**config.mk**
```make
export PLATFORM = sky130hd
export DESIGN_NAME = csbp_top
export DESIGN_NICKNAME = d
export VERILOG_FILES = /design/src/design/csbp_sync.v /design/src/design/csbp_fifo.v /design/src/design/csbp_top.v
export VERILOG_INCLUDE_DIRS = /design/src /design/src/design
export SDC_FILE = /design/constraint.sdc
export NUM_CORES = 1
export LEC_CHECK = 0
export BUFFER_PORTS_ARGS = -buffer_cell sky130_fd_sc_hd__buf_2
export CAP_MARGIN = 40
export CORE_MARGIN = 4
export CORE_UTILIZATION = 60
export CTS_CLUSTER_SIZE = 30
export DETAILED_ROUTE_END_ITERATION = 10
export PLACE_DENSITY = 0.89
export SETUP_SLACK_MARGIN = 0.05
export SYNTH_ARGS = -nofsm -noshare
export SYNTH_HDL_FRONTEND = slang
export SYNTH_SLANG_ARGS = --single-unit
```
**constraint.sdc**
```tcl
create_clock -name CLK_IN -period 4.49 [get_ports CLK_IN]
set_input_delay 0.2245 -clock CLK_IN [delete_from_list [all_inputs] [get_ports CLK_IN]]
set_output_delay 0.2245 -clock CLK_IN [all_outputs]
set_load 0.05 [all_outputs]
```
**src/design/csbp_defines.vh**
```
// Constants shared by the configuration port top level and its test files
`ifndef CSBP_DEFINES_VH
`define CSBP_DEFINES_VH

// Timing: 80 ns master half period, 640 ns clear, at a 20 ns clock
// The two cycle counts are sized, so they meet the 8-bit counters without truncation; the chain delay is unsized
`define CSBP_MCLK_HALF_CYC 8'h04
`define CSBP_CLEAR_CYC 8'h20
`define CSBP_FWD_DELAY 40

// Mode pin codes
`define CSBP_MODE_MSER 3'h0
`define CSBP_MODE_SSER 3'h7
`define CSBP_MODE_PAR 3'h6

// Stream framing
`define CSBP_SYNC_WORD 32'hA5C35A3C
`define CSBP_CRC_INIT 16'hFFFF
`define CSBP_CRC_POLY 16'h1021

// Data path
`define CSBP_FIFO_DEPTH 16
`define CSBP_FIFO_AW 4

`endif

```
**src/design/csbp_sync.v**
```verilog
// Three-flop input synchroniser with agreement filter
`timescale 1ns/1ps
module csbp_sync #(
  parameter W = 1
) (
  input wire clk_in,
  input wire rstn_in,
  input wire [W-1:0] d_in,
  output reg [W-1:0] q_out
);
  reg [W-1:0] s1_r;
  reg [W-1:0] s2_r;
  reg [W-1:0] s3_r;
  integer i;

  always @(posedge clk_in or negedge rstn_in) begin
    if (!rstn_in) begin
      s1_r <= {W{1'b0}};
      s2_r <= {W{1'b0}};
      s3_r <= {W{1'b0}};
      q_out <= {W{1'b0}};
    end else begin
      s1_r <= d_in;
      s2_r <= s1_r;
      s3_r <= s2_r;
      // A change counts only once stages two and three agree
      for (i = 0; i < W; i = i + 1) begin
        if (s2_r[i] == s3_r[i]) begin
          q_out[i] <= s3_r[i];
        end
      end
    end
  end
endmodule

```
**src/design/csbp_fifo.v**
```verilog
// Configuration data FIFO with valid/ready on both sides
`timescale 1ns/1ps
module csbp_fifo #(
  parameter W = 8,
  parameter D = 16,
  parameter AW = 4
) (
  input wire clk_in,
  input wire rstn_in,
  input wire in_valid_in,
  output wire in_ready_out,
  input wire [W-1:0] in_data_in,
  output wire out_valid_out,
  input wire out_ready_in,
  output wire [W-1:0] out_data_out
);
  reg [W-1:0] mem [0:D-1];
  reg [AW-1:0] wr_r;
  reg [AW-1:0] rd_r;
  reg [AW:0] cnt_r;
  wire push;
  wire pop;

  assign in_ready_out = (cnt_r != D);
  assign out_valid_out = (cnt_r != 0);
  assign out_data_out = mem[rd_r];
  assign push = in_valid_in && in_ready_out;
  assign pop = out_valid_out && out_ready_in;

  always @(posedge clk_in) begin
    if (push) begin
      mem[wr_r] <= in_data_in;
    end
  end

  always @(posedge clk_in or negedge rstn_in) begin
    if (!rstn_in) begin
      wr_r <= {AW{1'b0}};
      rd_r <= {AW{1'b0}};
      cnt_r <= {(AW+1){1'b0}};
    end else begin
      if (push) begin
        wr_r <= wr_r + 1'b1;
      end
      if (pop) begin
        rd_r <= rd_r + 1'b1;
      end
      if (push && !pop) begin
        cnt_r <= cnt_r + 1'b1;
      end else if (pop && !push) begin
        cnt_r <= cnt_r - 1'b1;
      end
    end
  end
endmodule

```
**src/design/csbp_top.v**
```verilog
// Configuration port: serial and byte-wide loading, chaining, start-up
`timescale 1ns/1ps
`include "csbp_defines.vh"
module csbp_top (
  // Clock and reconfiguration reset
  input wire CLK_IN,
  input wire RSTN_IN,
  // Configuration clock pin
  input wire CFG_CLK_IN,
  output wire CFG_CLK_OUT,
  output wire CFG_CLK_OE_OUT,
  // Serial data and shared busy/chain pin
  input wire SER_DIN_IN,
  output wire BUSY_CHAIN_OUT,
  output wire BUSY_CHAIN_OE_OUT,
  // Parallel byte port
  input wire PORT_SEL_N_IN,
  input wire PORT_WRITE_N_IN,
  input wire [7:0] PORT_BYTE_BUS_IN,
  output wire [7:0] PORT_BYTE_BUS_OUT,
  output wire PORT_BYTE_BUS_OE_OUT,
  // Status and mode pins
  input wire INIT_N_IN,
  output wire INIT_N_OUT,
  output wire INIT_N_OE_OUT,
  input wire DONE_IN,
  output wire DONE_OUT,
  output wire DONE_OE_OUT,
  input wire [2:0] MODE_SELECT_PINS_IN,
  input wire ACTIVE_STATUS_DRIVE_IN,
  // Core side
  output wire GLOBAL_OUTPUT_HOLD_OUT,
  output wire GLOBAL_STORE_ENABLE_OUT,
  output wire GLOBAL_FLOP_RESET_OUT,
  output wire [7:0] CFG_DATA_OUT,
  output wire CFG_DATA_VALID_OUT,
  input wire CFG_DATA_READY_IN,
  input wire [7:0] RB_DATA_IN,
  output wire RB_TAKE_OUT,
  output wire CFG_ERROR_OUT,
  output wire [2:0] MODE_OUT
);
  localparam S_CLEAR = 4'h0;
  localparam S_WINIT = 4'h1;
  localparam S_SYNC = 4'h2;
  localparam S_LENH = 4'h3;
  localparam S_LENL = 4'h4;
  localparam S_DATA = 4'h5;
  localparam S_CRCH = 4'h6;
  localparam S_CRCL = 4'h7;
  localparam S_START = 4'h8;
  localparam S_ACTIVE = 4'h9;
  localparam S_ERR = 4'hA;
  localparam [7:0] MHALF = `CSBP_MCLK_HALF_CYC;
  localparam [7:0] CLRCYC = `CSBP_CLEAR_CYC;
  localparam DLY = `CSBP_FWD_DELAY;

  function [7:0] rev8;
    input [7:0] b;
    integer k;
    begin
      for (k = 0; k < 8; k = k + 1) begin
        rev8[k] = b[7-k];
      end
    end
  endfunction

  function [15:0] crc_step;
    input [15:0] c;
    input [7:0] b;
    integer k;
    reg [15:0] t;
    begin
      t = c ^ {b, 8'h00};
      for (k = 0; k < 8; k = k + 1) begin
        t = t[15] ? ({t[14:0], 1'b0} ^ `CSBP_CRC_POLY) : {t[14:0], 1'b0};
      end
      crc_step = t;
    end
  endfunction

  wire [16:0] sy;
  wire ck_s;
  wire din_s;
  wire sel_s;
  wire wrn_s;
  wire [7:0] bus_s;
  wire init_s;
  wire done_s;
  wire [2:0] mode_s;

  csbp_sync #(.W(17)) u_sync (
    .clk_in(CLK_IN),
    .rstn_in(RSTN_IN),
    .d_in({CFG_CLK_IN, SER_DIN_IN, ~PORT_SEL_N_IN, PORT_WRITE_N_IN,
           PORT_BYTE_BUS_IN, INIT_N_IN, DONE_IN, MODE_SELECT_PINS_IN}),
    .q_out(sy)
  );
  assign {ck_s, din_s, sel_s, wrn_s, bus_s, init_s, done_s, mode_s} = sy;

  reg [3:0] st_r;
  reg [3:0] st_nxt;
  reg [2:0] mode_r;
  reg ck_prev_r;
  reg init_prev_r;
  reg mclk_r;
  reg [7:0] mcnt_r;
  reg [7:0] clr_r;
  reg [7:0] sh_r;
  reg [2:0] bcnt_r;
  reg [23:0] hunt_r;
  reg [15:0] len_r;
  reg [15:0] crc_r;
  reg [7:0] crcx_r;
  reg fwd_r;
  reg [DLY-1:0] dly_r;
  reg [1:0] ph_r;
  reg done_rel_r;
  reg hold_r;
  reg gwe_r;
  reg gsr_r;
  reg [7:0] rb_r;
  reg rb_take_r;

  wire is_master = (mode_r == `CSBP_MODE_MSER);
  wire is_par = (mode_r == `CSBP_MODE_PAR);
  wire loading = (st_r >= S_SYNC) && (st_r <= S_CRCL);
  wire master_run = is_master && (st_r != S_CLEAR) && (st_r != S_WINIT);
  wire m_rise = master_run && !mclk_r && (mcnt_r == MHALF - 8'h01);
  wire ext_rise = ck_s && !ck_prev_r;
  wire edge_ev = is_master ? m_rise : ext_rise;
  wire fifo_rdy;
  wire busy = !fifo_rdy;

  // Byte assembly: serial bits, or a captured parallel byte
  wire ser_bit = edge_ev && !is_par && loading && !fwd_r;
  wire [7:0] ser_byte = {sh_r[6:0], din_s};
  wire par_wr = edge_ev && is_par && sel_s && !wrn_s && !busy;
  wire byte_ev = (ser_bit && (bcnt_r == 3'h7)) || (par_wr && loading);
  wire [7:0] byte_v = is_par ? rev8(bus_s) : ser_byte;
  wire par_abort = edge_ev && is_par && sel_s && wrn_s && loading;
  wire push = byte_ev && (st_r == S_DATA);

  csbp_fifo #(.W(8), .D(`CSBP_FIFO_DEPTH), .AW(`CSBP_FIFO_AW)) u_fifo (
    .clk_in(CLK_IN),
    .rstn_in(RSTN_IN),
    .in_valid_in(push),
    .in_ready_out(fifo_rdy),
    .in_data_in(byte_v),
    .out_valid_out(CFG_DATA_VALID_OUT),
    .out_ready_in(CFG_DATA_READY_IN),
    .out_data_out(CFG_DATA_OUT)
  );

  always @* begin
    st_nxt = st_r;
    case (st_r)
      S_CLEAR: if (clr_r == CLRCYC) st_nxt = S_WINIT;
      S_WINIT: if (init_s && !init_prev_r) st_nxt = S_SYNC;
      S_SYNC: if (byte_ev && {hunt_r, byte_v} == `CSBP_SYNC_WORD)
        st_nxt = S_LENH;
      S_LENH: if (byte_ev) st_nxt = S_LENL;
      S_LENL: if (byte_ev)
        st_nxt = ({len_r[15:8], byte_v} == 16'h0000) ? S_CRCH : S_DATA;
      S_DATA: begin
        if (byte_ev && !fifo_rdy) begin
          // Serial data cannot be stalled, so overrun is fatal
          st_nxt = S_ERR;
        end else if (byte_ev && len_r == 16'h0001) begin
          st_nxt = S_CRCH;
        end
      end
      S_CRCH: if (byte_ev) st_nxt = S_CRCL;
      S_CRCL: if (byte_ev)
        st_nxt = ({crcx_r, byte_v} == crc_r) ? S_START : S_ERR;
      S_START: if (edge_ev && ph_r == 2'h3) st_nxt = S_ACTIVE;
      S_ACTIVE: st_nxt = S_ACTIVE;
      S_ERR: st_nxt = S_ERR;
      default: st_nxt = S_ERR;
    endcase
    if (par_abort) begin
      st_nxt = S_ERR;
    end
  end

  always @(posedge CLK_IN or negedge RSTN_IN) begin
    if (!RSTN_IN) begin
      st_r <= S_CLEAR;
      mode_r <= `CSBP_MODE_SSER;
      ck_prev_r <= 1'b0;
      init_prev_r <= 1'b0;
      mclk_r <= 1'b0;
      mcnt_r <= 8'h00;
      clr_r <= 8'h00;
      sh_r <= 8'h00;
      bcnt_r <= 3'h0;
      hunt_r <= 24'h000000;
      len_r <= 16'h0000;
      crc_r <= `CSBP_CRC_INIT;
      crcx_r <= 8'h00;
      fwd_r <= 1'b0;
      dly_r <= {DLY{1'b1}};
      ph_r <= 2'h0;
      done_rel_r <= 1'b0;
      hold_r <= 1'b1;
      gwe_r <= 1'b0;
      gsr_r <= 1'b1;
      rb_r <= 8'h00;
      rb_take_r <= 1'b0;
    end else begin
      st_r <= st_nxt;
      ck_prev_r <= ck_s;
      init_prev_r <= init_s;
      rb_take_r <= 1'b0;
      if (st_r == S_CLEAR && clr_r != CLRCYC) begin
        clr_r <= clr_r + 8'h01;
      end
      if (st_r == S_WINIT && init_s && !init_prev_r) begin
        mode_r <= mode_s;
      end
      // Master clock stays still until init completes
      if (master_run) begin
        if (mcnt_r == MHALF - 8'h01) begin
          mcnt_r <= 8'h00;
          mclk_r <= !mclk_r;
        end else begin
          mcnt_r <= mcnt_r + 8'h01;
        end
      end
      if (ser_bit) begin
        sh_r <= ser_byte;
        bcnt_r <= bcnt_r + 3'h1;
      end
      if (byte_ev) begin
        hunt_r <= {hunt_r[15:0], byte_v};
        case (st_r)
          S_LENH: len_r[15:8] <= byte_v;
          S_LENL: begin
            len_r[7:0] <= byte_v;
            crc_r <= `CSBP_CRC_INIT;
          end
          S_DATA: begin
            crc_r <= crc_step(crc_r, byte_v);
            len_r <= len_r - 16'h0001;
          end
          S_CRCH: crcx_r <= byte_v;
          S_CRCL: fwd_r <= !is_par && ({crcx_r, byte_v} == crc_r);
          default: hunt_r <= {hunt_r[15:0], byte_v};
        endcase
      end
      // Chain path idles high until own stream checks out
      if (edge_ev && !is_par) begin
        dly_r <= {dly_r[DLY-2:0], fwd_r ? din_s : 1'b1};
      end
      if (st_r == S_START && edge_ev) begin
        case (ph_r)
          2'h0: begin
            done_rel_r <= 1'b1;
            if (done_rel_r && done_s) ph_r <= 2'h1;
          end
          2'h1: begin
            hold_r <= 1'b0;
            ph_r <= 2'h2;
          end
          2'h2: begin
            gwe_r <= 1'b1;
            ph_r <= 2'h3;
          end
          default: gsr_r <= 1'b0;
        endcase
      end
      if (st_r == S_ACTIVE && is_par && edge_ev && sel_s && wrn_s) begin
        rb_r <= rev8(RB_DATA_IN);
        rb_take_r <= 1'b1;
      end
    end
  end

  assign CFG_CLK_OUT = mclk_r;
  assign CFG_CLK_OE_OUT = is_master && master_run;
  // Pin shared: busy in byte mode, chain data in serial modes
  assign BUSY_CHAIN_OUT = is_par ? busy : dly_r[DLY-1];
  assign BUSY_CHAIN_OE_OUT = is_par ? sel_s : 1'b1;
  assign PORT_BYTE_BUS_OUT = rb_r;
  assign PORT_BYTE_BUS_OE_OUT =
    is_par && sel_s && wrn_s && (st_r == S_ACTIVE);
  assign INIT_N_OUT = 1'b0;
  assign INIT_N_OE_OUT = (st_r == S_CLEAR) || (st_r == S_ERR);
  assign DONE_OUT = done_rel_r;
  assign DONE_OE_OUT = !done_rel_r || ACTIVE_STATUS_DRIVE_IN;
  assign GLOBAL_OUTPUT_HOLD_OUT = hold_r;
  assign GLOBAL_STORE_ENABLE_OUT = gwe_r;
  assign GLOBAL_FLOP_RESET_OUT = gsr_r;
  assign RB_TAKE_OUT = rb_take_r;
  assign CFG_ERROR_OUT = (st_r == S_ERR);
  assign MODE_OUT = mode_r;
endmodule

```
## Word-level counts from Yosys, hierarchy flattened

Memories as Yosys holds them, arrays and structs flattened.
Index checks and enable logic that the tools add are counted.

| word-level totals | value |
|---|---|
| bits in registers | 237 |
| memories | 1 |
| bits in writable memories | 128 |
| logic and storage cells | 232 |

| operators by class | value |
|---|---|
| bitwise logic cells | 11 |
| equality and inequality tests | 50 |
| add/sub/neg operators | 8 |
| order comparisons | 2 |
| mux-type cells | 38 |
| reductions and logical operators | 76 |

Memories:

| memory | depth | bits a word | rd ports | clocked after memory_dff | wr ports | line | source |
|---|---|---|---|---|---|---|---|
| u_fifo.mem | 16 | 8 | 1 | 0 | 1 | csbp_fifo.v:17 | `reg [W-1:0] mem [0:D-1];` |

Operator list:

| operator | number |
|---|---|
| 2-to-1 mux 13 bit | 8 |
| 2-to-1 mux 4 bit | 11 |
| logical AND 1 bit | 41 |
| one-hot mux 4 bit (10 select lines) | 1 |
| == test 32 bit (second input constant) | 1 |
| one-hot mux 16 bit (2 select lines) | 1 |
| one-hot mux 8 bit (2 select lines) | 2 |
| inequality test 3 bit (second input constant) | 8 |
| NOT 3 bit | 8 |
| AND reduction 2 bit | 9 |
| == test 1 bit | 17 |
| adder 8 x 1 -> 8 bit (second input constant) | 2 |
| == test 16 x 1 -> 1 bit (second input constant) | 1 |
| == test 16 bit | 1 |
| == test 4 x 3 -> 1 bit (second input constant) | 4 |
| logical NOT 16 bit | 1 |
| 2-to-1 mux 8 bit | 2 |
| subtractor 16 x 1 -> 16 bit (second input constant) | 1 |
| XOR 16 bit | 1 |
| == test 4 bit (second input constant) | 3 |
| logical NOT 1 bit | 10 |
| 2-to-1 mux 5 bit | 2 |
| AND reduction 9 bit | 1 |
| adder 4 x 1 -> 4 bit (second input constant) | 2 |
| 31 further kinds | 47 |

## Depth between registers and ports, before layout

Gate-level depths: netlist of run 1.

| logic depth | value |
|---|---|
| word-level depth | 20 |
| depth in mapped cells | 14 |

## By module

A second synthesis of run 1 with hierarchy kept.

| unflattened totals | value |
|---|---|
| cells, all modules | 1066 |
| area, all modules | 15194.6 µm² |

Modules (own cells, without submodules):

| module | area an instance (µm²) | cells each | instances |
|---|---|---|---|
| csbp_top | 7531.0 | 663 | 1 |
| csbp_fifo | 5770.5 | 318 | 1 |
| csbp_sync | 1893.1 | 85 | 1 |

## Worst setup path before layout of run 1

Ideal clock, no wire load.

| timing | value |
|---|---|
| path type | register to register |
| start | register mode_r[2], in the netlist MODE_OUT[2] |
| end | register u_fifo.cnt_r[4] |
| data arrival time | 3.252 ns |
| library setup time | 0.127 ns |
| stages on the path, launching flop included | 13 |
| clock period less this slack | 3.379 ns |
| path slack | 1.111 ns |
| path through | dfstp_2 nand3b_2 a2111oi_4 o221ai_4 nor3_4 ha_1 inv_1 ha_1 a21o_1 a21oi_1 xnor2_1 nor2_1 xor2_1 |

| between the ends | value |
|---|---|
| longest elaborated chain between the ends | 17 |

RTL lines:

| item | line | source |
|---|---|---|
| start: declaration | csbp_top.v:103 | `reg [2:0] mode_r;` |
| start signal: assignment | csbp_top.v:189 | `` mode_r <= `CSBP_MODE_SSER; `` |
| start signal: assignment | csbp_top.v:219 | `mode_r <= mode_s;` |
| logical NOT 3 bit (no line) | n/a |  |
| logical AND 1 bit (2 in a row) | csbp_top.v:128 | `wire master_run = is_master && (st_r != S_CLEAR) && (st_r != S_WINIT);` |
| logical AND 1 bit (2 in a row) | csbp_top.v:129 | `wire m_rise = master_run && !mclk_r && (mcnt_r == MHALF - 8'h01);` |
| 2-to-1 mux 1 bit | csbp_top.v:131 | `wire edge_ev = is_master ? m_rise : ext_rise;` |
| logical AND 1 bit (4 in a row) | csbp_top.v:138 | `wire par_wr = edge_ev && is_par && sel_s && !wrn_s && !busy;` |
| logical AND 1 bit | csbp_top.v:139 | `wire byte_ev = (ser_bit && (bcnt_r == 3'h7)) \|\| (par_wr && loading);` |
| logical OR 1 bit (*) | csbp_top.v:139 |  |
| logical AND 1 bit (*) | csbp_top.v:142 | `wire push = byte_ev && (st_r == S_DATA);` |
| logical AND 1 bit (*) | csbp_fifo.v:27 | `assign push = in_valid_in && in_ready_out;` |
| via u_fifo.push | csbp_fifo.v:21 | `wire push;` |
| logical NOT 1 bit | csbp_fifo.v:50 | `end else if (pop && !push) begin` |
| logical AND 1 bit | csbp_fifo.v:50 |  |
| nonzero test 2 bit (no line) | n/a |  |
| end signal: assignment | csbp_fifo.v:40 | `cnt_r <= {(AW+1){1'b0}};` |
| end signal: assignment | csbp_fifo.v:49 | `cnt_r <= cnt_r + 1'b1;` |
| end signal: assignment | csbp_fifo.v:51 | `cnt_r <= cnt_r - 1'b1;` |
| end: declaration | csbp_fifo.v:20 | `reg [AW:0] cnt_r;` |

Mark *: on every way through the listed nets, which the timed path passes. The rest lies on a longest branch.
A chain may end at the register's enable or synchronous reset.

## Final worst setup path of run 1

| timing | value |
|---|---|
| start | register st_r[2] |
| end | register u_fifo.cnt_r[4] |

| between the ends | value |
|---|---|
| longest elaborated chain between the ends | 17 |

RTL lines:

| item | line | source |
|---|---|---|
| start: declaration | csbp_top.v:101 | `reg [3:0] st_r;` |
| start signal: assignment | csbp_top.v:211 | `st_r <= st_nxt;` |
| nonzero test 4 bit | csbp_top.v:128 |  |
| logical AND 1 bit (2 in a row) | csbp_top.v:128 |  |
| logical AND 1 bit (2 in a row) | csbp_top.v:129 |  |
| 2-to-1 mux 1 bit | csbp_top.v:131 |  |
| logical AND 1 bit (4 in a row) | csbp_top.v:138 |  |
| logical AND 1 bit | csbp_top.v:139 |  |
| logical OR 1 bit | csbp_top.v:139 |  |
| logical AND 1 bit (*) | csbp_top.v:142 |  |
| logical AND 1 bit (*) | csbp_fifo.v:27 |  |
| via u_fifo.push | csbp_fifo.v:21 |  |
| logical NOT 1 bit | csbp_fifo.v:50 |  |
| logical AND 1 bit | csbp_fifo.v:50 |  |
| nonzero test 2 bit (no line) | n/a |  |

Marked as above.

==> flow_summary_export.csv, run 1 <==
group,metric,value,unit
status,outcome,"finished, final reports clean",
power,power.density,554.3,mW/mm^2
global_routing,grt_pass1_wl,51560,um
hold_path,hold_depth,4,
worst_setup_path,critical-path-top-delay-family,"simple AND/OR/NAND/NOR gates",
floorplan,die_w,167.0,um
yosys,synth-warning-count,0,
worst_setup_path,r2r_cells,11,
timing,max_slew_margin,0.3073,
worst_setup_path,worst-setup-path-type,"flop to flop",
global_routing,grt_usage,0.2336,
yosys,ys_seq_area_frac,0.6492,
yosys,syn_nets,1085,
clocking,cts_num_sinks,365,
layout,final-seq-area,0.009853,mm^2
global_routing,antenna_found_initial,0,
timing,worst-slew-pin-transition,1.039,ns
route,drtIter0Drc,948,
route,routed_wl,32060,um
clocking,cts_resized,0,
yosys,ys_ff_latch,365,
run,cap_violations,0,
hold_path,min_to,"u_fifo.rd_r[1]",
layout,layout-drive-gt1-share,0.2830,
worst_setup_path,critPathMostFrequentCell,"ha_1",
floorplan,start_util,0.6167,
clocking,cts_buffer_depth,3,
global_routing,grt_pass1_vias,9388,
worst_setup_path,cp_cell_sequence,"nor2b_1 > nand2_1 > nor3_4 > ha_1 > inv_1 > ha_1 > a21o_1 > a21oi_1 > xnor2_1 > nor2_1 > xor2_1",
floorplan,core,0.02460,mm^2
floorplan,std_cell_rows,57,
clocking,root_buffer,"clkbuf_16",
placement,gp_congestion,0.8552,
clocking,htree_num_levels,2,
yosys,async_flop_share,0.6493,
timing,slew_violations,0,
layout,syn_to_final_growth,14.35,%
worst_setup_path,r2r_end,"u_fifo.cnt_r[4]",
layout,multi_input_area,0.005036,mm^2
floorplan,die_h,167.0,um
global_routing,grt-ovfl-total,0,
power,ir_drop,0.4601,mV
placement,dp_hpwl,19710,um
worst_setup_path,crit_path_start_kind,"flop",
timing,final.setup.tns,0,ns
route,viasPerCell,6.011,
timing,max_clock_freq,280.7,MHz
placement,pre_cts_slack,1.031,ns
timing,finalHoldViolCount,0,
worst_setup_path,critPathBufInv,1,
timing,fin_worst_skew,0.02808,ns
layout,fill_cells,1515,
yosys,synthCells,1033,
timing,setup_slack,0.9270,ns
yosys,ys_top_cells_by_area,"dfrtp_1 (29%), edfxtp_1 (25%), dfstp_2 (11%)",
hold_path,hp-class,"input port to flop",
worst_setup_path,end_kind,"flop",
route,vias,8915,
timing,period_needed,3.563,ns
worst_setup_path,crit_path_top_delay_cell,"dfrtp_1",
layout,final_cell_mix,"dfrtp_1 (174), edfxtp_1 (128), mux2_2 (77)",
power,leakage,7.175,nW
route,routedWlPerCell,21.62,um
worst_setup_path,cp-startpoint,"st_r[2]",
route,drtPass1Iterations,5,
route,drc_errors,0,
timing,period_share,0.7935,
worst_setup_path,worst_path_largest_cell_delay,0.68,ns
worst_setup_path,cp_max_fo,19,
clocking,path_clk_slew,0.06,ns
yosys,netlist_area,0.01517,mm^2
route,ant_nets,0,
global_routing,grt_max_degree,148,
clocking,cts_buffers,37,
floorplan,pin_count,63,
layout,final_nets,1184,
yosys,synth_ff_type,"dfrtp_1",
yosys,yosysUniqueCellTypes,68,
hold_path,min_from,"CFG_DATA_READY_IN",
floorplan,die-area,0.02790,mm^2
yosys,yosysTopAreaCellShare,0.2903,
layout,layout_commonest_cell,"dfrtp_1",
clocking,clkLatencyLatePin,0.52,ns
placement,port_buffers,61,
yosys,yosys.area.top_type,"dfrtp_1",
worst_setup_path,reg2reg_setup_slack,0.93,ns
worst_setup_path,r2r-start,"st_r[2]",
worst_setup_path,cp.required,4.88,ns
worst_setup_path,cp.arrival,3.95,ns
yosys,synth.avg_cell_area,14.69,um^2
layout,diodes,0,
timing,setup_viol,0,
timing,grt_setup_unrepaired,"no",
timing,fin_hold_ws,0.1737,ns
yosys,synth-edff-count,128,
clocking,tritoncts,"built",
[per-layer routing]
| metal | GRT usage | share of wire |
|---|---|---|
| met1 | 0.2799 | 0.37 |
| met4 | 0.09925 | 0.043 |
| met3 | 0.04290 | 0.058 |
| met5 | 0 | 0 |
| met2 | 0.4162 | 0.53 |
[layout make-up]
type                            instances  share of cell area
Sequential cell                       365              0.5679
Multi-Input combinational cell        596              0.2903
Clock buffer                           51             0.05935
Timing Repair Buffer                  101             0.03981
Tap cell                              324             0.02336
Clock inverter                         15             0.01262
Inverter                               31            0.006707
[synthesized netlist by cell type (4+ instances only)]
master    instances
o21ai_0          34
mux2i_1           8
nor2_1           57
xnor2_1          42
xor2_1           30
maj3_1           17
o22ai_1           7
mux2_2           77
nor3b_1           5
dfrtp_1         176
edfxtp_1        128
nor2b_1           5
dfstp_2          61
ha_1             22
mux4_2           40
inv_1            31
and2_1            7
a21o_1            6
nand2_1          60
a22o_1           13
clkbuf_1         19
nand2b_1         11
nand4_1          12
nor4_1           10
buf_1             7
a21oi_1          34
buf_2            12
o41ai_1           4
nor3_1           16
a31oi_1           7
nand3_1          14
[report_power, final]
part	switching (mW)	internal, mW	total [mW]
Clock	1.27	1.90	3.17
Combinational	1.35	0.937	2.29
Sequential	0.391	3.77	4.16
Total	3.01	6.61	9.62
[through the flow]
stage,cell area (um^2),instances,total power [mW],utilization
after CTS,17340,1482,9.617,0.7049
after floorplan,15170,1033,5.848,-
after global routing,17350,1483,10.03,0.7052
after detailed placement,15830,1390,6.430,0.6435
after global placement,15820,1388,6.323,0.6430
final,17350,1483,9.617,0.7052
[flip-flops by register name, summed over array words and instances, names as in the netlist, 2 cells and up]
signal / cells
u_sync.s3_r: 17
u_fifo.rd_r: 4
MODE_OUT: 3
hunt_r: 24
clr_r: 8
st_r: 4
dly_r: 40
len_r: 16
u_fifo.mem: 128
ph_r: 2
bcnt_r: 3
u_sync.q_out: 17
crcx_r: 8
u_fifo.wr_r: 4
PORT_BYTE_BUS_OUT: 8
u_fifo.cnt_r: 5
u_sync.s1_r: 17
u_sync.s2_r: 17
crc_r: 16
sh_r: 7
mcnt_r: 8
[repair_timing]
item                      CTS  global route
setup buffers               0             0
hold buffers               26             0
hold endpoints to repair  137             0
[worst reg2reg max path, stage by stage, from the launching register on]
cell     delay, ns
dfrtp_1       0.68
nor2b_1       0.31
nand2_1       0.46
nor3_4        0.54
ha_1          0.32
inv_1         0.13
ha_1          0.31
a21o_1        0.18
a21oi_1       0.17
xnor2_1       0.13
nor2_1        0.06
xor2_1        0.15
[worst max path at each step]
stage | endpoint | slack [ns] | cells past startpoint
after floorplan | u_fifo.cnt_r[4] | 1.11 | 12
after global placement | u_fifo.cnt_r[4] | 1.09 | 11
after detailed placement | u_fifo.cnt_r[4] | 1.03 | 11
after CTS | u_fifo.cnt_r[4] | 1.0 | 11
after global routing | u_fifo.cnt_r[4] | 0.69 | 11
final | u_fifo.cnt_r[4] | 0.93 | 11
[cell families (layout without fill, tap and decap cells)]
kind of cell,count (synthesis),in the layout,share of synthesized area
buffers and inverters,72,198,0.01979
adders and majority gates,40,40,0.03067
muxes,127,127,0.1236
other,1,1,0.0002471
xor gates and xnor gates,72,72,0.04156
AOI/OAI and AO/OA,133,133,0.06003
and+or+nand+nor,223,223,0.07488
DFF,365,365,0.6492
(Power assumes the default switching activity.)
==> run 2: changes to the inputs <==
- ABC_AREA: unset -> 1
- clock period: 4.49 -> 3.3 ns (I/O delays scaled with it)
==> run 2 against run 1 <==
Compared with the run above: flip-flop and latch count unchanged; first-iteration DRC count fell by 4.4%; count of clock-buffer cells in the layout shrank 5; cell area increased by 3.5%; register-to-register slack got worse by 0.62 ns; via count rose by 21%; clock skew is 0.0068 ns lower; worst hold slack got worse by 0.090 ns; sequential share of layout area down 1.9 points; critical path type unchanged; highest routed layer unchanged.
==> flow_summary_export.csv, run 2 <==
group,metric,value,unit
clocking,tritoncts,"built",
worst_setup_path,r2r-start,"mcnt_r[1]",
power,ir_drop,1.081,mV
worst_setup_path,cp-startpoint,"mcnt_r[1]",
global_routing,antenna_found_initial,0,
status,outcome,"finished, final reports clean",
yosys,synth_fa_ha_area_frac,0.02967,
placement,place_inst,1829,
timing,fin_hold_ws,0.08334,ns
yosys,yosysUniqueCellTypes,54,
yosys,synth-edff-count,128,
floorplan,start_util,0.6159,
yosys,synth_ff_type,"dfrtp_1",
global_routing,grt_usage,0.2396,
placement,gp_congestion,0.9337,
route,viasPerCell,5.613,
layout,final_cell_mix,"nand2_1 (337), dfrtp_1 (175), nor2_1 (149)",
route,vias,10800,
timing,period_needed,2.992,ns
worst_setup_path,cp.required,3.70,ns
worst_setup_path,cp.arrival,3.39,ns
power,leakage,7.733,nW
timing,worst-slew-pin-transition,0.9119,ns
yosys,synthMostInstantiatedCell,"nand2_1",
worst_setup_path,r2r_cells,19,
run,cap_violations,0,
layout,syn_to_final_growth,14.49,%
power,power,13.99,mW
timing,max_slew_margin,0.3921,
route,met1Wirelength,13050,um
route,routedWlPerCell,17.51,um
yosys,ys_ff_latch,365,
yosys,synthCells,1462,
yosys,syn_nets,1514,
yosys,synthSimpleGateAreaFrac,0.1626,
floorplan,core,0.02547,mm^2
yosys,synthMuxAreaShare,0.01970,
floorplan,die-area,0.02880,mm^2
power,power.density,778.8,mW/mm^2
timing,grt_setup_unrepaired,"no",
worst_setup_path,worst-setup-path-type,"flop to flop",
floorplan,std_cell_rows,58,
placement,dp_hpwl,21300,um
route,drtPass1Iterations,5,
global_routing,grt-ovfl-total,0,
yosys,netlist_area,0.01569,mm^2
timing,max_clock_freq,334.2,MHz
clocking,cts_buffers,36,
route,met2_wirelength,17410,um
timing,setup_viol,0,
yosys,synth.avg_cell_area,10.73,um^2
yosys,ys_seq_area_frac,0.6279,
clocking,htree_num_levels,2,
route,ant_nets,0,
clocking,cts_buffer_depth,3,
global_routing,grt_pass1_vias,11150,
timing,finalHoldViolCount,0,
route,wl_met3,2015,um
layout,layout_commonest_cell,"nand2_1",
layout,instances_no_fill,1924,
worst_setup_path,crit_path_start_kind,"flop",
global_routing,grt_max_degree,96,
yosys,ys_top_cells_by_area,"dfrtp_1 (28%), edfxtp_1 (25%), dfstp_2 (10%)",
worst_setup_path,crit_end,"u_fifo.cnt_r[4]",
yosys,synth-warning-count,0,
global_routing,grt_pass1_wl,55770,um
floorplan,die_w,169.7,um
timing,fin_worst_skew,0.02133,ns
worst_setup_path,reg2reg_setup_slack,0.31,ns
clocking,clkLatencyLatePin,0.52,ns
timing,period_share,0.9067,
layout,layout-drive-gt1-share,0.1744,
placement,port_buffers,61,
floorplan,pin_count,63,
layout,largest_registers,"u_fifo.mem (128), dly_r (40), hunt_r (24)",
route,drtIter0Drc,906,
route,drc_errors,0,
yosys,synth_top_family_by_area,"simple AND/OR/NAND/NOR gates",
floorplan,die_h,169.7,um
yosys,yosys.area.top_type,"dfrtp_1",
timing,slew_violations,0,
worst_setup_path,cp_max_fo,8,
layout,largest_reg_flops,128,
clocking,path_clk_slew,0.06,ns
worst_setup_path,r2r_end,"u_fifo.cnt_r[4]",
route,route.top_layer_used,"met4",
hold_path,hp-class,"input port to flop",
worst_setup_path,end_kind,"flop",
yosys,synth_xor_area_frac,0.03533,
yosys,ys_top_cells_by_count,"nand2_1 (337), dfrtp_1 (176), nor2_1 (150)",
layout,final_core_util,0.7051,
clocking,cts_num_sinks,365,
layout,top_register,"u_fifo.mem",
route,routed_wl,33690,um
layout,diodes,0,
yosys,synth_compound_area_frac,0.07585,
clocking,root_buffer,"clkbuf_16",
yosys,async_flop_share,0.6493,
layout,final_nets,1618,
timing,final.setup.tns,0,ns
yosys,yosysTopAreaCellShare,0.2807,
-- run 2: changes by cell type after synthesis, moves of 13 or more --
cell / delta
mux2_2: -70
inv_1: +89
o221ai_1: +23
mux4_2: -40
nor2_1: +93
nand3_1: +23
mux2i_1: +15
xnor2_1: -22
nand2_1: +277
o21ai_1: +15
a22o_1: -13
a21oi_1: -26
o21ai_0: +73
-- run 2: per-stage QoR --
| step | setup WS, ns | cell area (um^2) |
|---|---|---|
| 2_1_floorplan | 0.1370 | 15690 |
| 3_3_place_gp | 0.4227 | 16380 |
| 3_5_place_dp | 0.1793 | 16400 |
| 4_1_cts | 0.06232 | 17920 |
| 5_1_grt | 0.06475 | 17960 |
| 6_report | 0.3078 | 17960 |
-- run 2: worst min-delay path by stage --
stage,from,end,slack (ns),cells after the start
5_1_grt,CFG_DATA_READY_IN,u_fifo.rd_r[1],0.05,4
6_report,CFG_DATA_READY_IN,u_fifo.rd_r[1],0.08,4
3_5_place_dp,RSTN_IN,u_sync.s1_r[0],0.25,1
4_1_cts,CFG_DATA_READY_IN,u_fifo.rd_r[1],0.04,4
2_1_floorplan,RSTN_IN,CFG_CLK_OUT,-0.13,0
3_3_place_gp,RSTN_IN,u_sync.s1_r[4],0.24,1
-- run 2: cell type report --
| type | count | area (um^2) |
|---|---|---|
| Sequential cell | 365 | 9852 |
| Fill cell | 1621 | 7511 |
| Multi-Input combinational cell | 914 | 5089 |
| Clock buffer | 46 | 1031 |
| Timing Repair Buffer | 116 | 838.3 |
| Inverter | 133 | 501.7 |
| Tap cell | 330 | 412.9 |
| Clock inverter | 20 | 236.5 |
-- run 2: critical path: stages, from the launching register on --
cell and delay [ns]:
dfrtp_1 0.37, ha_1 0.21, nand2_1 0.11, nor2_4 0.18
nand3_4 0.10, nand2_4 0.10, nand4_2 0.10, nand2_4 0.10
nand3_4 0.11, clkinv_2 0.14, ha_2 0.22, inv_1 0.10
ha_1 0.34, nand2_1 0.08, nor2_1 0.05, a211oi_2 0.20
nand2_1 0.08, nand2_1 0.07, nor2_1 0.05, xor2_1 0.14
-- run 2: power by group --
| group | leakage (nW) | internal [mW] | switching (mW) |
|---|---|---|---|
| Combinational | 3.03 | 1.24 | 2.92 |
| Sequential | 4.07 | 5.20 | 0.319 |
| Clock | 0.630 | 2.61 | 1.70 |
| Total | 7.73 | 9.05 | 4.94 |
-- run 2: cell families after synthesis --
family | after synthesis
simple gates | 592
flops | 365
compound gates | 195
buf+inv | 183
xor+xnor | 56
fa+ha+maj | 40
mux | 30
other cells | 1
-- run 2: routing by layer --
metal  track usage  vias to the layer above
met5             0                        -
met4       0.08715                        0
met3       0.03587                      100
met2        0.4209                      404
met1        0.3038                     5243
li1              -                     5052
-- run 2: repair_timing --
| item | CTS | global route |
|---|---|---|
| resized for setup | 0 | 4 |
| buffers inserted | 0 | 3 |
| hold buffers | 26 | 0 |
| hold endpoints to repair | 117 | 0 |
| setup endpoints to repair | 0 | 2 |
